`src/design/nrec_pkg.sv`:
```
// Package of constants and types for the NAND region ECC control block
package nrec_pkg;

  // Byte addresses of the registers (one aligned word each)
  localparam logic [7:0] NREC_OFS_CONTROL = 8'h00;  // nand_region_control
  localparam logic [7:0] NREC_OFS_STATUS  = 8'h04;  // nand_wait_status
  localparam logic [7:0] NREC_OFS_PARITY  = 8'h08;  // nand_region_parity_code
  localparam logic [7:0] NREC_OFS_CONFIG  = 8'h0C;  // nand_ecc_config (data path width)

  // Field positions
  localparam int NREC_BIT_NAND_MODE  = 0;   // nand_mode_region_two in control
  localparam int NREC_BIT_ECC_START  = 8;   // ecc_start_region_two in control
  localparam int NREC_BIT_RAW_WAIT   = 0;   // raw_wait_level in status
  localparam int NREC_BIT_WIDE_PATH  = 0;   // 16-bit data path select in config
  localparam int NREC_ODD_LSB        = 16;  // Odd parities in bits 27..16
  localparam int NREC_EVEN_LSB       = 0;   // Even parities in bits 11..0
  localparam int NREC_PAR_BITS       = 12;  // P1 up to P2048

  // Column bits per data path width
  localparam int NREC_COLS_NARROW    = 3;   // 8-bit path: P1..P4 over columns
  localparam int NREC_COLS_WIDE      = 4;   // 16-bit path: P1..P8 over columns

  // Reset values
  localparam logic [31:0] NREC_RST_CONTROL = 32'h0000_0000;
  localparam logic [11:0] NREC_RST_PARITY  = 12'h000;
  localparam logic [11:0] NREC_RST_ROW     = 12'h000;
  localparam logic        NREC_RST_WIDE    = 1'b0;

  // AHB-Lite transfer type bit that marks an active transfer
  localparam int NREC_HTRANS_ACTIVE = 1;

  // Bus slave states, Gray coded along idle -> read wait -> read done
  typedef enum logic [1:0] {
    NREC_ST_IDLE   = 2'b00,
    NREC_ST_RDWAIT = 2'b01,
    NREC_ST_RDDONE = 2'b11,
    NREC_ST_WRITE  = 2'b10
  } nrec_state_t;

  // One data unit moved between the memory interface and the NAND flash
  typedef struct packed {
    logic        valid;  // One-cycle strobe per byte or word transferred
    logic        cs2;    // Access targets chip_select_two region
    logic [15:0] data;   // Data unit; low byte used on an 8-bit path
  } nrec_access_t;

endpackage

```
`src/design/nrec_top.sv`:
```
// NAND region ECC control: AHB-Lite registers, wait status and parity accumulator
//
// The address map and register access over AHB-Lite were decided locally.
`timescale 1ns/1ps

module nrec_top (
  input  wire logic                  ref_clk,
  input  wire logic                  reset_n,
  input  wire logic                  hsel,
  input  wire logic [31:0]           haddr,
  input  wire logic [1:0]            htrans,
  input  wire logic                  hwrite,
  input  wire logic [2:0]            hsize,
  input  wire logic [31:0]           hwdata,
  input  wire logic                  hready,
  output      logic [31:0]           hrdata,
  output      logic                  hreadyout,
  output      logic                  hresp,
  input  wire logic                  ext_wait_input,
  input  wire nrec_pkg::nrec_access_t nand_access,
  output      logic                  nand_mode_region_two,
  output      logic                  ecc_running
);
  import nrec_pkg::*;

  // Bus slave state
  nrec_state_t  state_r;          // Data phase tracker
  nrec_state_t  state_nxt;
  logic [7:0]   addr_r;           // Latched word address of current transfer
  logic [7:0]   addr_nxt;
  logic [31:0]  hrdata_r;         // Registered read data
  logic [31:0]  hrdata_nxt;
  logic         hreadyout_r;      // Registered ready
  logic         hreadyout_nxt;
  logic         hresp_r;          // Always OKAY

  // Register state
  logic         nand_mode_r;      // nand_mode_region_two
  logic         nand_mode_nxt;
  logic         ecc_start_r;      // ecc_start_region_two as written
  logic         ecc_start_nxt;
  logic         wide_r;           // 16-bit NAND data path
  logic         wide_nxt;
  logic [11:0]  par_odd_r;        // Odd parity accumulator
  logic [11:0]  par_odd_nxt;
  logic [11:0]  par_even_r;       // Even parity accumulator
  logic [11:0]  par_even_nxt;
  logic [11:0]  row_r;            // Index of the next data unit
  logic [11:0]  row_nxt;

  // Decode helpers
  logic         accept;           // Address phase taken this edge
  logic         wr_now;           // Write data phase completes this edge
  logic         start_write;      // Software writes a 1 to the ECC start bit
  logic         take_unit;        // A data unit feeds the accumulator
  logic [11:0]  odd_terms;        // Odd contributions of the present unit
  logic [11:0]  even_terms;       // Even contributions of the present unit
  logic [31:0]  read_word;        // Word selected by the latched address

  // Address phase accepted only while the bus is ready
  assign accept = hsel && htrans[NREC_HTRANS_ACTIVE] && hready;
  // Write lands at the edge that ends its data phase
  assign wr_now = (state_r == NREC_ST_WRITE) && hready;
  assign start_write = wr_now && (addr_r == NREC_OFS_CONTROL) && hwdata[NREC_BIT_ECC_START];

  // Accumulate only on region two accesses in NAND mode with ECC started
  assign take_unit = nand_access.valid && nand_access.cs2 && nand_mode_r && ecc_start_r;

  // One slice per parity position P1..P2048
  for (genvar n = 0; n < NREC_PAR_BITS; n++) begin : g_par
    nrec_parity_slice #(
      .N (n)
    ) u_slice (
      .data      (nand_access.data),
      .row       (row_r),
      .wide      (wide_r),
      .odd_term  (odd_terms[n]),
      .even_term (even_terms[n])
    );
  end

  // Read multiplexer; unmapped addresses read zero
  always_comb begin
    read_word = 32'h0000_0000;
    unique case (addr_r)
      NREC_OFS_CONTROL: begin
        read_word[NREC_BIT_NAND_MODE] = nand_mode_r;
        read_word[NREC_BIT_ECC_START] = ecc_start_r;
      end
      NREC_OFS_STATUS: begin
        // Pin level straight through, no polarity applied
        read_word[NREC_BIT_RAW_WAIT] = ext_wait_input;
      end
      NREC_OFS_PARITY: begin
        // Reserved fields 31..28 and 15..12 stay zero
        read_word[NREC_ODD_LSB +: NREC_PAR_BITS]  = par_odd_r;
        read_word[NREC_EVEN_LSB +: NREC_PAR_BITS] = par_even_r;
      end
      NREC_OFS_CONFIG: begin
        read_word[NREC_BIT_WIDE_PATH] = wide_r;
      end
      default: begin
        read_word = 32'h0000_0000;
      end
    endcase
  end

  // Bus slave next state: reads take one wait state, writes none
  always_comb begin
    state_nxt     = state_r;
    addr_nxt      = addr_r;
    hrdata_nxt    = hrdata_r;
    hreadyout_nxt = hreadyout_r;
    unique case (state_r)
      NREC_ST_RDWAIT: begin
        // Sample the register after any earlier write has landed
        hrdata_nxt    = read_word;
        hreadyout_nxt = 1'b1;
        state_nxt     = NREC_ST_RDDONE;
      end
      NREC_ST_IDLE, NREC_ST_RDDONE, NREC_ST_WRITE: begin
        // Ready is high here, so a new address phase may be taken
        if (accept) begin
          addr_nxt = {haddr[7:2], 2'b00};
          if (hwrite) begin
            state_nxt     = NREC_ST_WRITE;
            hreadyout_nxt = 1'b1;
          end else begin
            state_nxt     = NREC_ST_RDWAIT;
            hreadyout_nxt = 1'b0;
          end
        end else begin
          state_nxt     = NREC_ST_IDLE;
          hreadyout_nxt = 1'b1;
        end
      end
    endcase
  end

  // Bus slave registers
  always_ff @(posedge ref_clk or negedge reset_n) begin
    if (!reset_n) begin
      state_r     <= NREC_ST_IDLE;
      addr_r      <= 8'h00;
      hrdata_r    <= 32'h0000_0000;
      hreadyout_r <= 1'b1;
      hresp_r     <= 1'b0;
    end else begin
      state_r     <= state_nxt;
      addr_r      <= addr_nxt;
      hrdata_r    <= hrdata_nxt;
      hreadyout_r <= hreadyout_nxt;
      hresp_r     <= 1'b0;
    end
  end

  // Control and configuration next values from software writes
  always_comb begin
    nand_mode_nxt = nand_mode_r;
    ecc_start_nxt = ecc_start_r;
    wide_nxt      = wide_r;
    if (wr_now && addr_r == NREC_OFS_CONTROL) begin
      nand_mode_nxt = hwdata[NREC_BIT_NAND_MODE];
      ecc_start_nxt = hwdata[NREC_BIT_ECC_START];
    end
    if (wr_now && addr_r == NREC_OFS_CONFIG) begin
      wide_nxt = hwdata[NREC_BIT_WIDE_PATH];
    end
  end

  // Control and configuration registers
  always_ff @(posedge ref_clk or negedge reset_n) begin
    if (!reset_n) begin
      nand_mode_r <= NREC_RST_CONTROL[NREC_BIT_NAND_MODE];
      ecc_start_r <= NREC_RST_CONTROL[NREC_BIT_ECC_START];
      wide_r      <= NREC_RST_WIDE;
    end else begin
      nand_mode_r <= nand_mode_nxt;
      ecc_start_r <= ecc_start_nxt;
      wide_r      <= wide_nxt;
    end
  end

  // Parity accumulator: a start write clears it and beats a unit in the same cycle
  always_comb begin
    par_odd_nxt  = par_odd_r;
    par_even_nxt = par_even_r;
    row_nxt      = row_r;
    if (start_write) begin
      // Fresh calculation from an empty accumulator
      par_odd_nxt  = NREC_RST_PARITY;
      par_even_nxt = NREC_RST_PARITY;
      row_nxt      = NREC_RST_ROW;
    end else if (take_unit) begin
      // Columns and rows split by path width inside each slice
      par_odd_nxt  = par_odd_r ^ odd_terms;
      par_even_nxt = par_even_r ^ even_terms;
      row_nxt      = row_r + 12'h001;
    end
  end

  // Parity accumulator registers; software writes load them only by clearing them through the ECC start bit
  always_ff @(posedge ref_clk or negedge reset_n) begin
    if (!reset_n) begin
      par_odd_r  <= NREC_RST_PARITY;
      par_even_r <= NREC_RST_PARITY;
      row_r      <= NREC_RST_ROW;
    end else begin
      par_odd_r  <= par_odd_nxt;
      par_even_r <= par_even_nxt;
      row_r      <= row_nxt;
    end
  end

  // Outputs straight from flip-flops
  assign hrdata               = hrdata_r;
  assign hreadyout            = hreadyout_r;
  assign hresp                = hresp_r;
  assign nand_mode_region_two = nand_mode_r;
  assign ecc_running          = ecc_start_r;

endmodule

```
`src/design/nrec_parity_slice.sv`:
```
// One parity position (P of 2^N): odd and even contribution of one data unit
`timescale 1ns/1ps
module nrec_parity_slice #(
  parameter int N = 0
) (
  input  wire logic [15:0] data,
  input  wire logic [11:0] row,
  input  wire logic        wide,
  output      logic        odd_term,
  output      logic        even_term
);
  import nrec_pkg::*;

  // Position of a data bit is {row, column}; bit N of it picks odd or even
  always_comb begin
    int  cols;
    int  ridx;
    logic unit_par;
    cols      = wide ? NREC_COLS_WIDE : NREC_COLS_NARROW;
    ridx      = 0;
    unit_par  = wide ? ^data : ^data[7:0];
    odd_term  = 1'b0;
    even_term = 1'b0;
    if (N < cols) begin
      // Column parity over bit positions within the unit
      for (int j = 0; j < 16; j++) begin
        if (wide || j < 8) begin
          if (((j >> N) & 1) == 1) begin
            odd_term = odd_term ^ data[j];
          end else begin
            even_term = even_term ^ data[j];
          end
        end
      end
    end else begin
      // Row parity over the unit index
      ridx = N - cols;
      if (row[ridx]) begin
        odd_term = unit_par;
      end else begin
        even_term = unit_par;
      end
    end
  end

endmodule

```
`config.mk`:
```
export PLATFORM = sky130hd
export DESIGN_NAME = nrec_top
export DESIGN_NICKNAME = d
export VERILOG_FILES = /design/src/design/nrec_pkg.sv /design/src/design/nrec_top.sv /design/src/design/nrec_parity_slice.sv
export SDC_FILE = /design/constraint.sdc
export NUM_CORES = 1
export LEC_CHECK = 0
export ABC_AREA = 1
export BUFFER_PORTS_ARGS = -buffer_cell sky130_fd_sc_hd__buf_2
export CORE_UTILIZATION = 52
export DETAILED_ROUTE_END_ITERATION = 16
export PLACE_DENSITY = 0.87
export SLEW_MARGIN = 40
export SYNTH_ARGS = -nofsm -noshare
export SYNTH_HDL_FRONTEND = slang
export SYNTH_SLANG_ARGS = --single-unit
```
`constraint.sdc`:
```
create_clock -name ref_clk -period 1.9 [get_ports ref_clk]
set_input_delay 0.095 -clock ref_clk [delete_from_list [all_inputs] [get_ports ref_clk]]
set_output_delay 0.095 -clock ref_clk [all_outputs]
set_load 0.02 [all_outputs]
```
---- Word-level counts from Yosys, hierarchy flattened ----
Cells that the tools add are included.
storage, ports and cells
  register bits after elaboration ......... 72
  input port bits ......................... 93
  output and inout bits ................... 36
  logic and storage cells ................. 622
cells by class
  $add $sub $neg .......................... 13
  $lt $le $gt $ge ......................... 24
  eq/ne operators ......................... 6
  multiplexer cells ....................... 375
  bitwise logic cells ..................... 178
  reductions and logical operators ........ 16
operators by type and width
  kind                   number
  $lt 32x6->1 const B    12
  $mux 1                 347
  $xor 1x1->1            176
  $lt 4x32->1 const A    4
  $lt 5x32->1 const A    4
  $sub 4x32->32 const A  4
  $sub 5x32->32 const A  4
  $mux 12                7
  $lt 3x32->1 const A    2
  $sub 3x32->32 const A  2
  $bmux 1 s4             12
  $lt 1x32->1 const A    1
  $lt 2x32->1 const A    1
  $sub 1x32->32 const A  1
  $sub 2x32->32 const A  1
  $xor 12x12->12         2
  $reduce_xor 16->1      1
  $add 12x1->12 const B  1
  $eq 6x2->1 const B     2
  $logic_and 1x1->1      9
  $logic_not 8->1        1
  $reduce_xor 8->1       1
  $mux 7                 1
  $eq 6x1->1 const B     1
  11 further kinds       15

---- Logic depth before layout (Yosys ltp) ----
Gate-level depths: netlist of the first run.
  depth after elaboration ................. 44
  gate-level depth with buffers ........... 14
  mapped depth without buffers ............ 14

---- By module ----
Synthesis of the first run repeated with hierarchy kept, for this count alone.
second synthesis, totals
  cells, all modules ...................... 1338
  area total of the unflattened synthesis .. 7417.1 um^2
by module, submodules not included
  module                                     times used  cells each  area an instance (um^2)  seq. area each (um^2)
  nrec_top                                   1           399         3442.1                   1803.0
  nrec_parity_slice (g_par[10].u_slice ...)  5           85          357.8                    0.0
  nrec_parity_slice (g_par[11].u_slice ...)  3           82          346.6                    0.0
  nrec_parity_slice (g_par[0].u_slice ...)   3           62          270.3                    0.0
  nrec_parity_slice (g_par[3].u_slice)       1           82          335.3                    0.0

---- Worst setup path after synthesis of the first run ----
Ideal clock, no wire load.
  path type ............................... reg-to-reg
  start ................................... register ecc_start_r (netlist: ecc_running)
  end ..................................... register par_even_r[1]
  setup time .............................. 0.117 ns
  arrival ................................. 1.411 ns
  required time ........................... 1.783 ns
  slack ................................... 0.372 ns
  cell stages (with the launch flop) ...... 8
  clock period less this slack ............ 1.528 ns
  path through ............................ dfrtp_1 nand4_2 inv_1 buf_2 buf_2 nand3_1 nor2_1 nor2_1
on the way
  longest elaborated chain between the ends .. 2
ends and longest elaborated chain
  item                         RTL line         source
  start: declaration           nrec_top.sv:40   logic ecc_start_r;
  start signal: assignment     nrec_top.sv:175  ecc_start_r <= NREC_RST_CONTROL[NREC_BIT_ECC_START];
  start signal: assignment     nrec_top.sv:179  ecc_start_r <= ecc_start_nxt;
  $logic_and 1x1->1            nrec_top.sv:67   assign take_unit = nand_access.valid && nand_access.cs2 && nand_mode_r && ecc_start_r;
  $reduce_bool 2->1 (no line)  --
  end signal: assignment       nrec_top.sv:210  par_even_r <= par_even_nxt;
  end: declaration             nrec_top.sv:46   logic [11:0] par_even_r;
Every way passes these cells.
A chain may end at the register's enable or synchronous reset.

---- Final worst setup path of the first run ----
  start ................................... register addr_r[6]
  end ..................................... register par_odd_r[8]
on the way
  longest elaborated chain between the ends .. 4
  elaborated cells on any way between the ends .. 5
  those cells by class .................... mux: 1; reduce/logical: 4
ends and longest elaborated chain
  item                                          RTL line         source
  start: declaration                            nrec_top.sv:29   logic [7:0] addr_r;
  start signal: assignment                      nrec_top.sv:150  addr_r <= addr_nxt;
  $logic_not 8->1 (*)                           nrec_top.sv:64   assign start_write = wr_now && (addr_r == NREC_OFS_CONTROL) && hwdata[NREC_BIT_ECC_START];
  $logic_and 1x1->1 (*) (2 in series)           nrec_top.sv:64
  $mux 12 or $reduce_bool 2->1 (tied branches)  --
  end signal: assignment                        nrec_top.sv:209  par_odd_r <= par_odd_nxt;
  end: declaration                              nrec_top.sv:44   logic [11:0] par_odd_r;
Mark *: on every way between the ends. The rest lies on a longest branch, timed or not.

==> results of run 1 <==
[layout make-up]
class	instances	area, um^2	share of cell area (%)
flip-flops and latches	69	1730	35.5
clock buffers	12	145	2.98
well taps	102	128	2.62
inverters	82	308	6.31
repair buffers	76	470	9.65
multi-input cells	416	2050	42.0
clock inverters	4	47.5	0.975
[layer usage]
layer	part of all wire, %	vias up
met3	3.8	14
met1	45	1787
met5	0	-
li1	-	1955
met2	50	103
met4	1.7	0
[cells in the final DEF (no fill, tap or decap), drive strengths merged, types with 2 or more instances in the layout]
cell type,n
dfrtp,68
nor2,68
nand3,24
dlygate4sd3,9
clkbuf,12
o31ai,22
nor4,2
o21ai,32
inv,82
a31oi,2
xor2,7
or2,3
buf,67
nor3,5
a21oi,7
clkinv,2
nand2,206
nand4,19
xnor2,5
conb,9
[state kept, by name (all words and copies together), names as in the netlist]
register and flops:
wide_r 1, par_even_r 12, state_r 2, hrdata 24, row_r 9, hreadyout 1
ecc_running 1, addr_r 6, nand_mode_region_two 1, par_odd_r 12
[through the flow]
step                      hold slack (ps)  utilization, %  setup WS (ps)  instances
after floorplan                      -201               -            372        596
after global placement                141            58.8            278        736
after detailed placement              145            58.8            189        736
after CTS                            65.3            62.4            177        761
after global routing                 87.9            62.5           12.5        761
final                                70.6            62.5            167        761
[logic make-up after synthesis]
kind of cell | count (synthesis)
compound gates | 65
xor+xnor | 12
fa+ha+maj | 1
buf+inv | 111
flops | 69
mux | 1
other cells | 1
simple gates | 328
[worst reg2reg max path: stages, from the launching register on]
cell and delay, ps:
dfrtp_1 360, inv_1 80, nand2_1 90, nor2_2 190
nand2_1 120, nor2_2 150, nand2_2 100, nand2_2 120
inv_1 70, nor2_1 100, nand3_1 100, nand2_1 80
nand2_1 40, nor2_1 80
[path summary, 6_finish.rpt]
| check | cells after the start | slack [ps] | endpoint |
|---|---|---|---|
| worst max-delay path | 13 | 170 | par_odd_r[8] |
| worst min-delay path | 3 | 70 | state_r[1] |
| worst max register to register | 13 | 170 | par_odd_r[8] |
| worst min register to register | 2 | 480 | hrdata[10] |
| max in group asynchronous | 3 | 1270 | hreadyout |
| min in group asynchronous | 3 | 290 | hrdata[6] |
[timing repair]
item / CTS / global route
hold endpoints to repair: 78 / 0
gates resized for setup: 0 / 1
endpoints found under the setup margin: 0 / 2
setup buffers: 0 / 0
hold buffers: 9 / 0
[power groups by stage]
stage	clock network (W)	logic, W	registers, W
2_1_floorplan	0	0.00148	0.00236
4_1_cts	0.00118	0.00224	0.00222
3_3_place_gp	0	0.00210	0.00221
5_1_grt	0.00125	0.00255	0.00228
6_report	0.00118	0.00225	0.00222
3_5_place_dp	0	0.00220	0.00225
[synthesized netlist by cell type, drive strengths merged, types with 7 or more instances]
cell type,instances,area share (%)
clkbuf,9,0.80
nand2,206,20
xor2,7,1.4
nand3,24,3.5
o21ai,32,3.8
buf,20,3.7
dfrtp,68,40
o31ai,22,3.9
nand4,19,4.4
nor2,68,6.1
a21oi,7,0.83
inv,82,7.3
==> qor.yml, run 1 <==
hold_path:
  hold_class: "in2reg"
  min-delay-start: "htrans[1]"
power:
  power_frac_clock_pct: 20.9
  ir_drop_v: 0.000400
  internal_power_w: 0.00329
  p_comb_share_pct: 39.8
  fin_total_pwr_w: 0.00566
  leakagePower_nw: 2.88
  power-per-cell-area_nw_per_um2: 1160
  pwr-share-seq_pct: 39.3
  p_switching_w: 0.00236
  switching_share_pct: 41.8
synthesis:
  synth_compound_area_share_pct: 9.11
  postSynthCellCount: 588
  synth_cell_types: 35
  synth_top_family_by_area: "simple AND/OR/NAND/NOR gates"
  syn_area_um2: 4250
  synth_area_per_cell_um2: 7.22
  synthXorXnorAreaFrac_pct: 2.48
  muxShareOfSynthArea_pct: 0.265
  synth_fa_ha_area_share_pct: 0.295
  synthSimpleGateAreaFrac_pct: 35.3
  synth_edf_count: 0
  yosysSeqAreaShare_pct: 40.7
  synth_seq_cells: 69
  ys_warn_count: 0
  synthArstFlopShare_pct: 100
  synthFlopType: "dfrtp_1"
die:
  ios: 129
  start_util_pct: 54.4
  dieArea_um2: 8530
  core_um2: 7810
  die_h_um: 92.4
  die_x_um: 92.4
  row_count: 32
global_routing:
  antenna_found_initial: 0
  top_usage_layer: "met2"
  met1_usage_pct: 29.5
  grt_pass1_vias: 3667
  gr-usage-all-layers_pct: 23.5
  overflow: 0
  grt_pass1_wl_um: 16000
  gr-usage-met2_pct: 40.7
  grt_max_degree: 70
  met3_usage_pct: 3.78
cts:
  cts.sinks: 69
  clk_path_buf_depth: 2
  path_clk_slew_ps: 70
  cts_htree_levels: 3
  cts_buffers: 9
  cts_tree: "built"
  cts_root_buf: "clkbuf_8"
  clock_latency_ps: 350
critical_path:
  arrival_ps: 2020
  start_kind: "register"
  r2r_start: "addr_r[6]"
  path_cells: "inv_1 -> nand2_1 -> nor2_2 -> nand2_1 -> nor2_2 -> nand2_2 -> nand2_2 -> inv_1 -> nor2_1 -> nand3_1 -> nand2_1 -> nand2_1 -> nor2_1"
  critPathMaxStageDelay_ps: 360
  crit_path_frequent_cell: "nand2_1"
  crit_type: "reg2reg"
  cp_top_family: "simple AND/OR/NAND/NOR gates"
  worst-path-buf-inv: 2
  required_ps: 2190
  critPathSlowestCell: "dfrtp_1"
  crit_path_end_kind: "register"
  crit_fanout: 5
  setup.worst_path.start: "addr_r[6]"
timing:
  period_share_pct: 91.2
  fin_crit_ps: 1730
  drv_slew: 0
  tns_ps: 0
  fin_worst_skew_ps: 6.20
  hold_viol: 0
  rsz0062_at_grt: "false"
  fmax_mhz: 577
  setup_viol: 0
placement:
  hpwl_um: 6660
  placed_area_um2: 4590
  globalplace.congestion: 0.917
  port_buffers: 59
final_layout:
  areaGrowthSynthToFinish_pct: 14.9
  antenna_cells: 0
  fillerInstances: 661
  final_nets: 748
  final_layout_size_suffix_gt1_share_pct: 18.7
  final_area_um2: 4880
job:
  drv_cap: 0
drt:
  first_iter_violations: 218
  post_drt_wl_per_cell_um: 12.3
  dr_total_vias: 3859
  firstDrtPassIters: 5
  postRouteAntennaNets: 0
  drc: 0
  wl_um: 9360
  vias_per_cell: 5.07
outcome:
  status: "finished clean"
Power figures use the tool's default switching activity.
==> run 2: changes to the inputs <==
--- a/config.mk
+++ b/config.mk
@@ -5,9 +5,8 @@
 export SDC_FILE = /design/constraint.sdc
 export NUM_CORES = 1
 export LEC_CHECK = 0
-export ABC_AREA = 1
 export BUFFER_PORTS_ARGS = -buffer_cell sky130_fd_sc_hd__buf_2
-export CORE_UTILIZATION = 52
+export CORE_UTILIZATION = 51
 export DETAILED_ROUTE_END_ITERATION = 16
 export PLACE_DENSITY = 0.87
 export SLEW_MARGIN = 40
==> run 2 against run 1 <==
Effect of this change:
- the flow now finishes with violations (setup timing)
- utilization rose by 3.9 points
- flip-flop and latch count unchanged
- clock skew up 3.7 ps
- largest cell class unchanged
==> qor.yml, run 2 <==
synthesis:
  synth_top_family_by_area: "simple AND/OR/NAND/NOR gates"
  synthXorXnorAreaFrac_pct: 14.9
  synthSimpleGateAreaFrac_pct: 16.9
  yosysSeqAreaShare_pct: 44.4
  yosysMostFrequentCell: "dfrtp_1"
  ys_warn_count: 0
  synth_edf_count: 0
  syn_area_um2: 3890
  synth_seq_cells: 69
  synth_area_per_cell_um2: 10.7
  synth_fa_ha_area_share_pct: 0.322
  synthTopCellsByArea: "dfrtp_1 44%, a22o_1 5.2%, xnor2_1 4.5%, mux2_2 3.8%, xnor2_4 3.5%"
  postSynthCellCount: 364
  muxShareOfSynthArea_pct: 7.15
  synth_cell_types: 44
  yosysTopAreaCell: "dfrtp_1"
  synth_compound_area_share_pct: 12.0
  yosysTopAreaCellShare_pct: 43.8
  synthFlopType: "dfrtp_1"
  synthArstFlopShare_pct: 100
  synth_common_cells: "68 x dfrtp_1, 31 x nand2_1, 30 x nor2_1, 23 x a22o_1, 20 x xnor2_1"
global_routing:
  grt_pass1_vias: 2981
  antenna_found_initial: 0
  grt_max_degree: 70
  overflow: 0
  gr-usage-all-layers_pct: 22.4
  grt_pass1_wl_um: 13300
placement:
  port_buffers: 59
  globalplace.congestion: 0.942
  hpwl_um: 5970
hold_path:
  hold_class: "in2reg"
power:
  p_switching_w: 0.00172
  switching_share_pct: 36.0
  power-per-cell-area_nw_per_um2: 985
  p_comb_share_pct: 35.1
  pwr-share-seq_pct: 42.1
  leakagePower_nw: 2.27
  ir_drop_v: 0.000389
  internal_power_w: 0.00305
  power_frac_clock_pct: 22.7
timing:
  layout_setup_ws_ps: -116
  hold_slack_ps: 9.70
  setup_viol: 16
  tns_ps: -1500
  hold_viol: 0
  worst_pin_slew_ps: 556
  fin_worst_skew_ps: 9.91
  drv_slew: 0
  fin_crit_ps: 2020
  fmax_mhz: 496
  rsz0062_at_grt: "true"
  period_share_pct: 106
  maxSlewHeadroom_pct: 62.9
critical_path:
  arrival_ps: 2250
  crit_path_end_kind: "register"
  crit_fanout: 5
  start_kind: "register"
  required_ps: 2130
  crit_type: "reg2reg"
drt:
  vias_per_cell: 5.49
  drc: 0
  firstDrtPassIters: 4
  postRouteAntennaNets: 0
  dr_total_vias: 3061
  post_drt_wl_per_cell_um: 15.4
  first_iter_violations: 211
  wl_um: 8580
final_layout:
  mostFrequentLayoutCell: "dfrtp_1"
  antenna_cells: 0
  most-common-layout-cells: "68 x dfrtp_1, 59 x buf_2, 30 x nor2_1"
  final_layout_size_suffix_gt1_share_pct: 35.3
  final_nets: 548
  largest_reg_flops: 24
  fillerInstances: 528
  areaGrowthSynthToFinish_pct: 24.4
outcome:
  status: "finished, violations left"
  violations: "setup timing"
die:
  dieArea_um2: 7980
  core_um2: 7290
  start_util_pct: 53.3
  die_x_um: 89.3
  row_count: 31
  ios: 129
  die_h_um: 89.3
cts:
  cts.sinks: 69
  clock_latency_ps: 350
  cts_tree: "built"
  cts_root_buf: "clkbuf_8"
  path_clk_slew_ps: 80
  cts_buffers: 9
  cts_htree_levels: 3
  clk_path_buf_depth: 2
job:
  drv_cap: 0
run 2: cell types whose count changed after synthesis, sizes merged, moves of 15 or more:
cell and delta:
nor2 -38, o21ai -16, xnor2 +23, nand2 -175, o31ai -22, a22o +23, mux2 +19, nand3 -19
nand4 -15, inv -79
run 2: power groups by stage:
| stage | Sequential (W) | Clock [W] | Combinational (W) |
|---|---|---|---|
| 2_1_floorplan | 0.00198 | 0 | 0.00112 |
| 3_3_place_gp | 0.00200 | 0 | 0.00153 |
| 3_5_place_dp | 0.00202 | 0 | 0.00161 |
| 4_1_cts | 0.00200 | 0.00109 | 0.00165 |
| 5_1_grt | 0.00204 | 0.00115 | 0.00183 |
| 6_report | 0.00201 | 0.00108 | 0.00167 |
run 2: stage by stage:
stage	cell area (um^2)	instances	utilization, %	power (W)	setup slack (ps)
3_5_place_dp	4460	529	61.1	0.00364	-161
3_3_place_gp	4460	529	61.1	0.00354	-49.9
6_report	4840	558	66.3	0.00476	-116
4_1_cts	4740	555	65.0	0.00473	-49.8
5_1_grt	4840	558	66.3	0.00503	-184
2_1_floorplan	3960	372	-	0.00310	-21.1
run 2: final cells by class:
class                   instances  area (um^2)  share of cell area (%)
clock buffers                  10          128                    2.64
repair buffers                 97          653                    13.5
well taps                      99          124                    2.56
inverters                       4         15.0                   0.310
clock inverters                 6         47.5                   0.983
flip-flops and latches         69         1730                    35.7
multi-input cells             273         2140                    44.3
run 2: final timing paths:
kind	start	end	slack (ps)	cells after the start
setup / recovery	addr_r[6]	par_even_r[8]	-120	6
hold / removal	hwdata[0]	wide_r	10	3
setup reg to reg	addr_r[6]	par_even_r[8]	-120	6
hold reg to reg	hrdata[8]	hrdata[8]	490	2
max in group asynchronous	reset_n	hreadyout	1290	3
min in group asynchronous	reset_n	hrdata[9]	280	3
run 2: kinds of logic (layout without fill, tap and decap cells):
kind of cell,Yosys count,after routing
fa+ha+maj,1,1
xor+xnor,46,46
buf+inv,31,117
simple gates,126,127
other cells,1,9
mux,24,24
compound gates,66,66
flops,69,69
run 2: worst max-delay path: stages (launching register included):
cell and delay, ps:
dfrtp_1 380, or4_4 570, nor4_4 250, buf_4 200, nand2_4 80, and2_4 160, mux2_4 260
run 2: what timing repair did:
action                                  CTS  global route
setup buffers                             2             2
resized for setup                         5            18
endpoints found under the setup margin   23            29
pin swaps                                 0             8
hold buffers                              8             0
cloned                                    0             1
hold endpoints to repair                 76             0
run 2: metal layers:
layer  vias to the layer above  wire length [um]  GRT usage [%]
met4                         0               178           10.4
met3                        16               439           5.82
met2                       106              4350           39.6
li1                       1447                 -              -
met1                      1492              3600           25.4
met5                         -                 0              0
